## src/isgo_pkg.sv

```systemverilog
package isgo_pkg;

   // Initialization sequencer states
   typedef enum logic [2:0]
   {
      ST_RESTART,
      ST_LOAD,
      ST_INIT,
      ST_CAL_WAIT,
      ST_USER
   } isgo_state_e;

   // Width of the count of start-up clock edges during initialization
   localparam int INIT_CNT_W = 8;
   // Start-up clock edges taken to finish initialization
   localparam logic [7:0] INIT_CYCLES = 8'h20;
   // Value of the initialization counter after reset
   localparam logic [7:0] INIT_CNT_RESET = 8'h00;
   // Value of synchroniser stages after reset (pins idle high)
   localparam logic [2:0] SYNC_RESET = 3'h7;

endpackage

```

## src/isgo_init_status.sv

```systemverilog
`timescale 1ns/1ns
// Operation
// - While restart input is low, status pin is left undriven.
// - After first-frame enable option loads, status pin is driven low.
// - When initialization finishes, status pin is released; user mode entered.
// - With calibration gating on, status stays low until calibration is done.
// - Override input low tri-states every user I/O pin (IO_OE), not the status pin; high lets pins behave.
// - Clear input low clears every register; high lets registers behave.
// - Each special pin acts only when its option is set; else the status, override and clear pins are user I/O.
// - With start-up clock option on, initialization steps on that clock.
module isgo_init_status
#(
   parameter int N_IO = 8
)
(
   // Clock and reset
   input  wire logic            CLK_SYS,
   input  wire logic            RESET_N,
   // Configuration progress
   input  wire logic            CONFIG_RESTART_N,
   input  wire logic            FIRST_FRAME_LOADED,
   input  wire logic            TERMINATION_CALIBRATED,
   // Option bits
   input  wire logic            OPT_INIT_DONE_EN,
   input  wire logic            OPT_CAL_GATE_EN,
   input  wire logic            OPT_OVERRIDE_EN,
   input  wire logic            OPT_CLEAR_EN,
   input  wire logic            OPT_STARTUP_CLK_EN,
   // Board pins
   input  wire logic            USER_STARTUP_CLOCK,
   input  wire logic            GLOBAL_OUTPUT_OVERRIDE_N,
   input  wire logic            GLOBAL_REGISTER_CLEAR_N,
   // Status pin, open drain
   input  wire logic            INIT_STATUS_IN,
   output logic                 INIT_STATUS_OUT,
   output logic                 INIT_STATUS_OE,
   // User fabric view
   input  wire logic [N_IO-1:0] USER_IO_OE,
   output logic      [N_IO-1:0] IO_OE,
   output logic                 REG_CLEAR,
   output logic                 USER_MODE,
   output logic                 STATUS_PIN_AS_USER_IO,
   output logic                 OVERRIDE_PIN_AS_USER_IO,
   output logic                 CLEAR_PIN_AS_USER_IO
);

   // Filtered board pin levels
   logic                            startup_clk_filt;
   logic                            override_n_filt;
   logic                            clear_n_filt;
   logic                            status_pin_filt;
   // Start-up clock edge detection
   logic                            startup_clk_prev;
   logic                            startup_step;
   logic                            init_step;
   // Sequencer state and counter
   isgo_pkg::isgo_state_e           state;
   isgo_pkg::isgo_state_e           next_state;
   logic [isgo_pkg::INIT_CNT_W-1:0] init_cnt;
   logic [isgo_pkg::INIT_CNT_W-1:0] next_init_cnt;
   logic                            init_last;
   logic                            cal_ready;
   // Raw board pins, one synchroniser each
   logic [3:0]                      pin_raw;

   // States in which the status pin is pulled low
   function automatic logic status_drive(input isgo_pkg::isgo_state_e st);
      status_drive = (st == isgo_pkg::ST_INIT) || (st == isgo_pkg::ST_CAL_WAIT);
   endfunction

   // Board pins gathered for the synchronisers
   assign pin_raw = {INIT_STATUS_IN, GLOBAL_REGISTER_CLEAR_N,
                     GLOBAL_OUTPUT_OVERRIDE_N, USER_STARTUP_CLOCK};

   // Three-stage synchroniser and agreement filter per pin
   generate
      for (genvar g = 0; g < 4; g++)
      begin : g_sync
         logic [2:0] stage;
         logic       filt;
         // Shift chain; only the second stage reads the first
         always_ff @(posedge CLK_SYS)
         begin
            if (!RESET_N)
            begin
               stage <= isgo_pkg::SYNC_RESET;
            end
            else
            begin
               stage <= {stage[1:0], pin_raw[g]};
            end
         end
         // Level accepted once the two late stages agree
         always_ff @(posedge CLK_SYS)
         begin
            if (!RESET_N)
            begin
               filt <= 1'b1;
            end
            else if (stage[1] == stage[2])
            begin
               filt <= stage[2];
            end
         end
      end
   endgenerate

   // Named views of the filtered pins
   assign startup_clk_filt = g_sync[0].filt;
   assign override_n_filt  = g_sync[1].filt;
   assign clear_n_filt     = g_sync[2].filt;
   assign status_pin_filt  = g_sync[3].filt;

   // Previous start-up clock level; resets high so no false edge
   always_ff @(posedge CLK_SYS)
   begin
      if (!RESET_N)
      begin
         startup_clk_prev <= 1'b1;
      end
      else
      begin
         startup_clk_prev <= startup_clk_filt;
      end
   end

   // Initialization steps on start-up clock edges when that option is on
   assign startup_step = startup_clk_filt && !startup_clk_prev;
   assign init_step    = OPT_STARTUP_CLK_EN ? startup_step : 1'b1;
   assign init_last    = init_step && (init_cnt == isgo_pkg::INIT_CYCLES - 8'h01);
   // Calibration only matters with the gating option set
   assign cal_ready    = !OPT_CAL_GATE_EN || TERMINATION_CALIBRATED;

   // Sequencer next state
   always_comb
   begin
      next_state = state;
      if (!CONFIG_RESTART_N)
      begin
         next_state = isgo_pkg::ST_RESTART;
      end
      else
      begin
         unique case (state)
            isgo_pkg::ST_RESTART:
            begin
               next_state = isgo_pkg::ST_LOAD;
            end
            isgo_pkg::ST_LOAD:
            begin
               if (FIRST_FRAME_LOADED)
               begin
                  next_state = isgo_pkg::ST_INIT;
               end
            end
            isgo_pkg::ST_INIT:
            begin
               if (init_last)
               begin
                  next_state = cal_ready ? isgo_pkg::ST_USER : isgo_pkg::ST_CAL_WAIT;
               end
            end
            isgo_pkg::ST_CAL_WAIT:
            begin
               if (cal_ready)
               begin
                  next_state = isgo_pkg::ST_USER;
               end
            end
            isgo_pkg::ST_USER:
            begin
               next_state = isgo_pkg::ST_USER;
            end
            default:
            begin
               next_state = isgo_pkg::ST_RESTART;
            end
         endcase
      end
   end

   // Initialization counter next value
   always_comb
   begin
      next_init_cnt = init_cnt;
      if (state != isgo_pkg::ST_INIT)
      begin
         next_init_cnt = isgo_pkg::INIT_CNT_RESET;
      end
      else if (init_step)
      begin
         next_init_cnt = init_cnt + 1'b1;
      end
   end

   // Sequencer state register
   always_ff @(posedge CLK_SYS)
   begin
      if (!RESET_N)
      begin
         state <= isgo_pkg::ST_RESTART;
      end
      else
      begin
         state <= next_state;
      end
   end

   // Initialization counter register
   always_ff @(posedge CLK_SYS)
   begin
      if (!RESET_N)
      begin
         init_cnt <= isgo_pkg::INIT_CNT_RESET;
      end
      else
      begin
         init_cnt <= next_init_cnt;
      end
   end

   // Open-drain status pin: floats in restart, low while initializing
   always_ff @(posedge CLK_SYS)
   begin
      if (!RESET_N)
      begin
         INIT_STATUS_OE  <= 1'b0;
         INIT_STATUS_OUT <= 1'b1;
      end
      else
      begin
         INIT_STATUS_OE  <= OPT_INIT_DONE_EN && status_drive(next_state);
         INIT_STATUS_OUT <= !(OPT_INIT_DONE_EN && status_drive(next_state));
      end
   end

   // User mode flag
   always_ff @(posedge CLK_SYS)
   begin
      if (!RESET_N)
      begin
         USER_MODE <= 1'b0;
      end
      else
      begin
         USER_MODE <= (next_state == isgo_pkg::ST_USER);
      end
   end

   // Device-wide output override
   always_ff @(posedge CLK_SYS)
   begin
      if (!RESET_N)
      begin
         IO_OE <= {N_IO{1'b0}};
      end
      else if (OPT_OVERRIDE_EN && !override_n_filt)
      begin
         IO_OE <= {N_IO{1'b0}};
      end
      else
      begin
         IO_OE <= USER_IO_OE;
      end
   end

   // Device-wide register clear
   always_ff @(posedge CLK_SYS)
   begin
      if (!RESET_N)
      begin
         REG_CLEAR <= 1'b0;
      end
      else
      begin
         REG_CLEAR <= OPT_CLEAR_EN && !clear_n_filt;
      end
   end

   // Pins without their option serve as user I/O
   always_ff @(posedge CLK_SYS)
   begin
      if (!RESET_N)
      begin
         STATUS_PIN_AS_USER_IO   <= 1'b1;
         OVERRIDE_PIN_AS_USER_IO <= 1'b1;
         CLEAR_PIN_AS_USER_IO    <= 1'b1;
      end
      else
      begin
         STATUS_PIN_AS_USER_IO   <= !OPT_INIT_DONE_EN;
         OVERRIDE_PIN_AS_USER_IO <= !OPT_OVERRIDE_EN;
         CLEAR_PIN_AS_USER_IO    <= !OPT_CLEAR_EN;
      end
   end
endmodule

```

## config.mk

```make
export PLATFORM = sky130hd
export DESIGN_NAME = isgo_init_status
export DESIGN_NICKNAME = d
export VERILOG_FILES = /design/src/isgo_pkg.sv /design/src/isgo_init_status.sv
export SDC_FILE = /design/constraint.sdc
export NUM_CORES = 1
export LEC_CHECK = 0
export BUFFER_PORTS_ARGS = -buffer_cell sky130_fd_sc_hd__buf_2
export CAP_MARGIN = 20
export CORE_MARGIN = 4
export CORE_UTILIZATION = 50
export CTS_CLUSTER_SIZE = 25
export DETAILED_ROUTE_END_ITERATION = 8
export PLACE_DENSITY = 0.84
export SYNTH_ARGS = -nofsm -noshare
export SYNTH_HDL_FRONTEND = slang
export SYNTH_SLANG_ARGS = --single-unit
```

## constraint.sdc

```tcl
create_clock -name CLK_SYS -period 1.79 [get_ports CLK_SYS]
set_input_delay 0.0895 -clock CLK_SYS [delete_from_list [all_inputs] [get_ports CLK_SYS]]
set_output_delay 0.0895 -clock CLK_SYS [all_outputs]
set_load 0.02 [all_outputs]
```

=== Word-level counts from Yosys, hierarchy flattened ===
Index checks and enable logic that the tools add are counted.

* Word-level logic and storage cells: 56
* Output and inout port bits: 15
* Input port bits: 22
* Bits in registers: 39

* Reductions and logical operators: 18
* Equality and inequality tests: 12
* Add/subtract/negate cells: 1
* Muxes and demuxes: 7
* Bitwise gates (word level): 1

{| class="wikitable"
|+ Operators with widths
! operator !! number
|-
| 3-bit 2-to-1 mux || 5
|-
| 3-bit case mux with 5 select lines || 1
|-
| 3-bit by 2-bit == test with 1-bit output, second input constant || 4
|-
| 8-bit by 1-bit adder with 8-bit output, second input constant || 1
|-
| 8-bit by 5-bit == test with 1-bit output, second input constant || 1
|-
| 1-bit logical NOT || 8
|-
| 3-bit == test, second input constant || 2
|-
| 1-bit logical AND || 5
|-
| 2-bit OR reduction || 2
|-
| 1-bit == test || 3
|-
| 3-bit by 1-bit == test with 1-bit output, second input constant || 1
|-
| 3-bit logical NOT || 1
|-
| 3-bit by 2-bit inequality test with 1-bit output, second input constant || 1
|-
| 1-bit logical OR || 2
|-
| 1-bit 2-to-1 mux || 1
|-
| 1-bit inverter || 1
|}

=== Logic depth before layout (Yosys ltp) ===
Gate-level depths: netlist of run 1.

* Depth after elaboration: 11
* Mapped depth: 5
* Gate-level depth less buffers: 5

=== Worst setup path before layout of run 1 ===
No wires, ideal clock.

* Path type: register to register
* Start: reg init_cnt[0] (netlist bit)
* End: reg INIT_STATUS_OUT
* Stages on the path, launching flop included: 6
* Required time: 1,670 ps
* Setup slack: 318 ps
* Buffers on the path: 0
* Setup time: 120 ps
* Clock period less this slack: 1,472 ps
* Arrival time: 1,352 ps
* Path through: dfxtp_1 -> ha_1 -> nand4_1 -> a211oi_4 -> o31a_2 -> a211o_1

* Word-level cells in the longest chain between the ends: 9
* Elaborated cells on any way between the ends: 10
* Those cells by class: 3 x eq/ne; 3 x mux; 4 x reduce/logical

{| class="wikitable"
|+ Ends and longest elaborated chain
! item !! line !! text
|-
| start, declared || isgo_init_status.sv:59 || <nowiki>logic [isgo_pkg::INIT_CNT_W-1:0] init_cnt;</nowiki>
|-
| start signal, assigned || isgo_init_status.sv:214 || <nowiki>init_cnt <= isgo_pkg::INIT_CNT_RESET;</nowiki>
|-
| start signal, assigned || isgo_init_status.sv:218 || <nowiki>init_cnt <= next_init_cnt;</nowiki>
|-
| 8-bit by 5-bit == test with 1-bit output * || isgo_init_status.sv:130 || <nowiki>assign init_last = init_step && (init_cnt == isgo_pkg::INIT_CYCLES - 8'h01);</nowiki>
|-
| 1-bit logical AND * || isgo_init_status.sv:130 ||
|-
| 3-bit 2-to-1 mux * || isgo_init_status.sv:158 || <nowiki>if (init_last)</nowiki>
|-
| 3-bit case mux with 5 select lines * || isgo_init_status.sv:144 || <nowiki>unique case (state)</nowiki>
|-
| 3-bit 2-to-1 mux * || isgo_init_status.sv:138 || <nowiki>if (!CONFIG_RESTART_N)</nowiki>
|-
| 3-bit by 2-bit == test with 1-bit output || isgo_init_status.sv:68 || <nowiki>status_drive = (st == isgo_pkg::ST_INIT) || (st == isgo_pkg::ST_CAL_WAIT);</nowiki>
|-
| 1-bit logical OR * || isgo_init_status.sv:68 ||
|-
| 1-bit logical AND * || isgo_init_status.sv:233 || <nowiki>INIT_STATUS_OUT <= !(OPT_INIT_DONE_EN && status_drive(next_state));</nowiki>
|-
| 1-bit logical NOT * || isgo_init_status.sv:233 ||
|-
| end signal, assigned || isgo_init_status.sv:233 ||
|-
| end, declared || isgo_init_status.sv:35 || <nowiki>output logic INIT_STATUS_OUT,</nowiki>
|}

Every way passes the cells marked *; elsewhere a longest branch is shown, timed or not.
A chain may end at the register's enable or synchronous reset.

=== Worst setup path in the final report of run 1 ===
Same ends and word-level chain as after synthesis.

==> results of run 1 <==
[final cells by class]
| class | instances | area (sq um) |
|---|---|---|
| multi-input combinational | 85 | 530.5 |
| fill | 170 | 753.2 |
| tap | 30 | 37.54 |
| sequential | 39 | 780.7 |
| timing repair buffer | 49 | 315.3 |
| clock buffer | 6 | 51.30 |
| clock inverter | 2 | 35.03 |
| inverter | 5 | 18.77 |
[logic make-up (layout without fill, tap and decap cells)]
group	count (synthesis)	count (layout)	share of synthesized area (%)
adders and majority gates	1	1	0.9215
DFF	39	39	57.51
AOI/OAI and AO/OA	26	26	14.29
xor gates and xnor gates	6	6	3.871
and+or+nand+nor	52	52	20.00
buffers and inverters	9	62	3.410
[cells in the final DEF (no fill, tap or decap), types with 2 or more instances in the layout]
cell type	n
sky130_fd_sc_hd__dfxtp_1	39
sky130_fd_sc_hd__buf_2	35
sky130_fd_sc_hd__dlygate4sd3_1	14
sky130_fd_sc_hd__nand2b_1	13
sky130_fd_sc_hd__nor2_1	13
sky130_fd_sc_hd__nand2_1	10
sky130_fd_sc_hd__a21oi_1	8
sky130_fd_sc_hd__and2_1	8
sky130_fd_sc_hd__xnor2_1	6
sky130_fd_sc_hd__inv_1	5
sky130_fd_sc_hd__clkbuf_4	5
sky130_fd_sc_hd__nand3_1	4
sky130_fd_sc_hd__o21ai_0	4
sky130_fd_sc_hd__a211oi_1	4
sky130_fd_sc_hd__a211oi_2	2
sky130_fd_sc_hd__a21boi_0	2
[layer usage]
layer,wire length [um],up-vias,part of all wire [%]
met5,0,-,0
met4,8,0,0.24
met3,300,2,9.1
met2,1684,38,51
met1,1291,509,39
li1,-,545,-
[power by group]
group	switching (mW)	internal, mW
logic	0.0629	0.0608
registers	0.0118	0.892
clock network	0.277	0.330
[sequential cells by signal, indices dropped and copies added, names as in the netlist, 2 cells and up]
register	count
IO_OE	8
g_sync.stage	9
g_sync.filt	2
init_cnt	8
state	3
[final timing paths]
| check | endpoint | depth (start not counted) | slack (ns) | start |
|---|---|---|---|---|
| max reg2reg | INIT_STATUS_OUT | 5 | 0.22 | init_cnt[0] |
| min reg2reg | g_sync[0].stage[1] | 1 | 0.44 | g_sync[0].stage[0] |
| min | INIT_STATUS_OE | 3 | 0.03 | CONFIG_RESTART_N |
| max | INIT_STATUS_OUT | 5 | 0.22 | init_cnt[0] |
[stage by stage]
stage | total power [mW] | std cells
floorplan | 0.9710 | 133
global placement | 1.009 | 194
CTS | 1.631 | 216
global route | 1.697 | 216
detailed placement | 1.014 | 194
finish | 1.634 | 216
[worst register-to-register path, stage by stage, from the launching register on]
cell and delay, ns:
sky130_fd_sc_hd__dfxtp_1 0.35, sky130_fd_sc_hd__ha_1 0.23, sky130_fd_sc_hd__nand4_1 0.16, sky130_fd_sc_hd__a211oi_4 0.07, sky130_fd_sc_hd__o31a_2 0.36, sky130_fd_sc_hd__a211o_1 0.29
[what timing repair did]
item | 4_1_cts | 5_1_grt
hold endpoints to repair | 15 | 0
hold buffers | 14 | 0
setup buffers | 0 | 0
==> results.md, run 1 <==
- The CTS buffer count is 5.
- CTS built an H-tree with a depth of 2.
- The via count of the first global-routing pass was 1244.
- The initial antenna violation count is 0.
- The number of buffer and inverter stages on the critical path is 0.
- The worst setup path category is flop to flop.
- The type of the most critical hold path is input pin to flop.
- The total power per unit cell area is 923.8 nW/um^2.
- Among all cell types in the netlist, the one instantiated most often is sky130_fd_sc_hd__dfxtp_1.
- Walking the worst path, the cells encountered are ha_1 > nand4_1 > a211oi_4 > o31a_2 > a211o_1.
- Prior to clock tree synthesis, the placed netlist has a worst setup slack of 0.2313 ns.
- The via count normalized by instance count is 5.065.
- The count of input and output buffers is 35.
- The first global-routing pass estimated 5609 um of wire.
- Post-CTS repair changed the size of 0 cells.
- In the final timing run, aggregate negative setup slack is 0 ns.
- Among all flip-flop cells after synthesis, the most frequent one is sky130_fd_sc_hd__dfxtp_1.
- Final hold analysis gives a worst-case slack of 0.02985 ns.
- The leftover overflow at the end of global routing is 0.
- The floorplan step set the die height to 60.11 um.
- The clock slew at the register clock pins of the worst setup and hold paths is 0.11 ns.
- The maximum clock path buffer count is 2.
- The number of slew-limit violations in the final report is 0.
- After layout, the worst path uses 87.97% of the clock period.
- The share of post-route cells with drive strength above 1 is 26.88%.
- The effective utilization at floorplan is 53.82%.
- The number of nets still failing antenna checks after routing is 0.
- The endpoint type of the worst setup path is a flop.
- The max-capacitance violation count is 0.
- The clock skew after layout is 0.006391 ns.
- The worst path meets setup with 0.2154 ns of slack.
- Data arrives at the worst endpoint at 1.81 ns.
- The number of nets in the synthesized netlist is 156.
- Measured against its own limit, the worst slew margin works out to 49.13%.
- The delay of the slowest cell on the worst path is 0.36 ns.
- From synthesis to final layout, the design area changed by 30.32%.
- The die is 60.11 um wide.
- After synthesis, the most frequently instantiated cells are sky130_fd_sc_hd__dfxtp_1, sky130_fd_sc_hd__nand2b_1, sky130_fd_sc_hd__nor2_1, sky130_fd_sc_hd__nand2_1.
- The post-synthesis cell area is 1358 sq um.
- For this run, the total global-route usage over all layers was measured as 21.38%.
- The required time at the endpoint of the critical path is 2.02 ns.
- The biggest fanout along the worst timing path is 3.
- The met1 routing resource usage after global routing is 22.00%.
- The diode insertion count for antenna repair is 0.
- The clock root buffer master is sky130_fd_sc_hd__clkbuf_4.
- The share of synthesized registers carrying an async set or reset is 0%.
- Of the synthesized area, sequential elements account for 57.51%.
- The post-synthesis sequential element count is 39.
- At the end of the flow, the number of nets in the layout was 208.
- The synthesized netlist contains 28 unique library cells.
- In this run the mean area of a mapped cell was 10.21 sq um.
- At the end of routability-driven placement, the weighted congestion stood at 0.7061.
- Global routing used 38.43% of the available met2 tracks.
- The number of primary I/O pins is 37.
- The initialized floorplan defines 18 standard-cell rows.
- STA classifies the critical path startpoint as a flop.
- The number of hold violations in the final report is 0.
- After detailed routing, the number of remaining DRC violations is 0.
- The number of enable flip-flop cells after synthesis is 0.
- For this design the static power due to leakage is 0.7106 nW.
- The achievable frequency is 635.1 MHz.
- The routed layout has 1094 vias.
- The placeable core region is 2522 sq um.
- The biggest area contributor in the post-synthesis netlist is sky130_fd_sc_hd__dfxtp_1.
- Across the VDD grid, the largest voltage drop is 0.9175 mV.
- The count of clock tree sinks is 39.
- The run finished with clean final reports.
- The detailed router's first-iteration violation count is 44.
- The clock insertion delay at the later pin of the skew report is 0.33 ns.
- In this design, the largest share of critical-path delay is due to compound AO/OA/AOI/OAI gates.
- Setup repair after global routing left no endpoint under its margin.
- The layer flagged by global routing as most heavily used is met2.
- Ranked by total cell area, the synthesized netlist is headed by sky130_fd_sc_hd__dfxtp_1, sky130_fd_sc_hd__nand2b_1, sky130_fd_sc_hd__xnor2_1, sky130_fd_sc_hd__and2_1, sky130_fd_sc_hd__nor2_1.
- The first-pass detailed-route iteration total is 4.
- Entering global routing, the biggest net connects 20 pins.
- For met3 alone, demand over resource in global routing was 10.58%.
- The CTS tree is yes.
- The slowest cell on the critical path is sky130_fd_sc_hd__o31a_2.
- Measured on the finished design, the core utilization comes to 70.14%.
- The shortest period the worst path allows is 1.575 ns.
- In this run the cell area measured after placement is 1543 sq um.
- In the final routed layout, each cell accounts on average for 15.21 um.
- Setup violations remaining at the end of the flow were counted as 0.
- The pin slew with the least headroom to its limit is 0.7563 ns.
- Summed over all layers, the routed wires come to 3285 um.
- With fillers left out, the area of the finished cells amounts to 1769 sq um.
- The HPWL after detailed placement is 1801 um.
- The number of instances in the synthesized netlist is 133.
- After synthesis, the largest area contributor takes up 57.51% of total cell area.
- The floorplan step defined a die boundary enclosing 3613 sq um.
- For this run, the number of Yosys warnings is 0.
(Power assumes the default switching activity.)
==> inputs of run 2 (changes only) <==
Settings changed: CORE_MARGIN 4 to 8, GPL_TIMING_DRIVEN from default to 0, RECOVER_POWER from default to 50.
==> run 2 against run 1 <==
  * Die area up 28%
  * Via count fell by 1.2%
  * Combinational power hardly changed
  * Power down 11%
  * Critical path depth stayed put
==> results.md, run 2 (synthesized netlist as in run 1, its figures left out) <==
- Once routing completed, OpenROAD measured the worst setup slack at 0.1969 ns.
- After detailed routing, the number of remaining DRC violations is 0.
- The flip-flop count of the largest register after layout is 9.
- The combinational group share of total power is 8.3%.
- The half-perimeter wire length after placement is 2056 um.
- OpenSTA, run right after detailed placement, puts the worst setup slack at 0.2152 ns.
- The number of hold violations in the final report is 0.
- The largest registers in the layout are g_sync.stage: 9 flops, IO_OE: 8 flops, init_cnt: 8 flops.
- The post-cts gate resize count is 0.
- The endpoint type of the worst setup path is a flop.
- TritonCTS created 5 clock buffers.
- The maximum clock path buffer count is 2.
- The core region is 2663 sq um.
- The analysis attributes to cell leakage a power of 0.6714 nW.
- The clock skew after layout is 0.01071 ns.
- In the final routed layout, each cell accounts on average for 13.60 um.
- The max-capacitance violation count is 0.
- The type of the most critical hold path is input pin to flop.
- The leading cell type in the layout, fill and taps excluded is sky130_fd_sc_hd__dfxtp_1.
- Global routing finished with a remaining overflow of 0.
- The finished layout holds 221 standard cells, fillers aside.
- Clock-pin slew was measured on the worst setup and hold paths at 0.12 ns.
- The post-synthesis to final-layout area growth is 29.68%.
- The post-route netlist has 21.58% of its cells at a drive strength greater than 1.
- The register name with the most flops is g_sync.stage.
- The post-detailed-routing wire length is 3005 um.
- The clock network burns 29.9% of the power.
- The count of nets left with antenna violations once routing finished came out at 0.
- The launching element type of the critical path is a flop.
- After floorplanning, the core was divided into 19 placement rows.
- The last weighted congestion value of the routability-driven placer is 0.6625.
- The die covers 4638 sq um.
- Of the total power, registers draw 61.7%.
- The achievable frequency is 627.7 MHz.
- At the later pin of the worst-skew pair, clock insertion delay measures 0.34 ns.
- Final hold analysis gives a worst-case slack of 0.04573 ns.
- The number of antenna diodes in the final layout is 0.
- The tree is rooted in a sky130_fd_sc_hd__clkbuf_4.
- Port buffering added 34 buffers.
- The placed instance count is 198.
- The detailed router's first-iteration violation count is 40.
- The global-route wire length before repair is 5133 um.
- In this run the tightest slew margin relative to its limit is 55.16%.
- The final total negative setup slack is 0 ns.
- Entering global routing, the biggest net connects 14 pins.
- The required time at the endpoint of the critical path is 2.04 ns.
- CTS saw 39 sinks.
- The overall global routing resource usage is 14.67%.
- The library cells used most frequently in the layout, excluding fill and tap cells, are sky130_fd_sc_hd__dfxtp_1, sky130_fd_sc_hd__buf_2, sky130_fd_sc_hd__dlygate4sd3_1, sky130_fd_sc_hd__nand2b_1, sky130_fd_sc_hd__nor2_1.
- The vertical extent of the die is 68.11 um.
- The initial antenna violation count came to 0.
- In this run the power density over the cells is 829.8 nW/um^2.
- The pin slew with the least headroom to its limit is 0.6667 ns.
- The fraction of the core area covered by cells at the end of the flow is 66.12%.
- The final count of negative-setup-slack endpoints is 0.
- Setup repair after global routing left no endpoint under its margin.
- At the worst endpoint, the arrival time is 1.84 ns.
- Net switching is 24.54% of the power.
- The run finished with clean final reports.
- Measured along the x axis, the die boundary spans 68.11 um.
- In this run the post-CTS setup repair buffer count came out at 0.
- IR analysis of the VDD net gives a maximum drop of 0.7971 mV.
- The worst setup path category is flop to flop.
- The effective utilization at floorplan is 50.99%.
- The number of slew-limit violations in the final report came to 0.
- The internal power of the cells totals 1.102 mW.
- TritonCTS built the clock tree.
- The via count is 1081.
- The worst path uses 89.00% of the clock period.
- The switching power of the nets is 358.5 uW.
- Along the worst path, the maximum fanout reaches 4.
- In this run the number of H-tree levels came out at 2.
- For the finished layout, the period the worst path requires is 1.593 ns.
- The via count of the first global-routing pass is 1197.
- Pin placement for this block handled 37 I/O pins.
- The final net count is 212.
- In the routed layout, each cell is associated on average with a via count of 4.891.
- The first detailed-routing pass took 4 iterations.
-- run 2: cell types whose count changed in the layout (fill, tap and decap cells not counted) --
cell | before | now
sky130_fd_sc_hd__buf_4 | 0 | 1
sky130_fd_sc_hd__bufinv_16 | 1 | 0
sky130_fd_sc_hd__dlygate4sd3_1 | 14 | 15
sky130_fd_sc_hd__clkbuf_8 | 1 | 0
sky130_fd_sc_hd__buf_6 | 0 | 1
sky130_fd_sc_hd__clkinvlp_4 | 0 | 2
sky130_fd_sc_hd__buf_2 | 35 | 24
sky130_fd_sc_hd__clkbuf_1 | 0 | 12
-- run 2: critical path, stage by stage, from the launching register on --
cell	delay, ns
sky130_fd_sc_hd__dfxtp_1	0.38
sky130_fd_sc_hd__ha_1	0.20
sky130_fd_sc_hd__nand4_1	0.20
sky130_fd_sc_hd__a211oi_4	0.33
sky130_fd_sc_hd__o21ai_2	0.12
sky130_fd_sc_hd__a211o_1	0.27
-- run 2: power groups by stage --
stage | Sequential (mW) | Combinational [mW] | Clock (mW)
6_report | 0.902 | 0.122 | 0.437
5_1_grt | 0.905 | 0.133 | 0.486
4_1_cts | 0.902 | 0.121 | 0.445
3_5_place_dp | 0.921 | 0.0965 | 0
3_3_place_gp | 0.919 | 0.0921 | 0
2_1_floorplan | 0.938 | 0.0332 | 0
-- run 2: through the flow --
| step | cell area (sq um) | total power, mW |
|---|---|---|
| 3_3_place_gp | 1567 | 1.011 |
| 4_1_cts | 1774 | 1.467 |
| 5_1_grt | 1760 | 1.523 |
| 3_5_place_dp | 1567 | 1.018 |
| 2_1_floorplan | 1358 | 0.9710 |
| 6_report | 1760 | 1.461 |
-- run 2: final timing paths --
path	startpoint	end	cells past startpoint	slack (ns)
setup / recovery	init_cnt[0]	INIT_STATUS_OUT	5	0.20
setup reg to reg	init_cnt[0]	INIT_STATUS_OUT	5	0.20
hold / removal	FIRST_FRAME_LOADED	state[0]	4	0.05
hold reg to reg	g_sync[0].stage[0]	g_sync[0].stage[1]	1	0.43
-- run 2: repair_timing --
| action | 4_1_cts | 5_1_grt |
|---|---|---|
| hold buffers | 15 | 0 |
| setup endpoints to repair | 0 | 0 |
| hold endpoints to repair | 16 | 0 |
-- run 2: metal layers --
layer | vias to the layer above | GRT usage [%] | routed length [um]
met3 | 3 | 9.656 | 298
met2 | 29 | 25.79 | 1564
met1 | 496 | 13.62 | 1117
met4 | 0 | 4.348 | 24
met5 | - | 0 | 0
li1 | 553 | - | -
-- run 2: layout make-up --
type | count | area [sq um]
Buffer | 4 | 27.53
Clock buffer | 5 | 37.54
Clock inverter | 3 | 20.02
Fill cell | 211 | 902.1
Inverter | 5 | 18.77
Multi-Input combinational cell | 85 | 530.5
Sequential cell | 39 | 780.7
Tap cell | 31 | 38.79
Timing Repair Buffer | 49 | 306.5
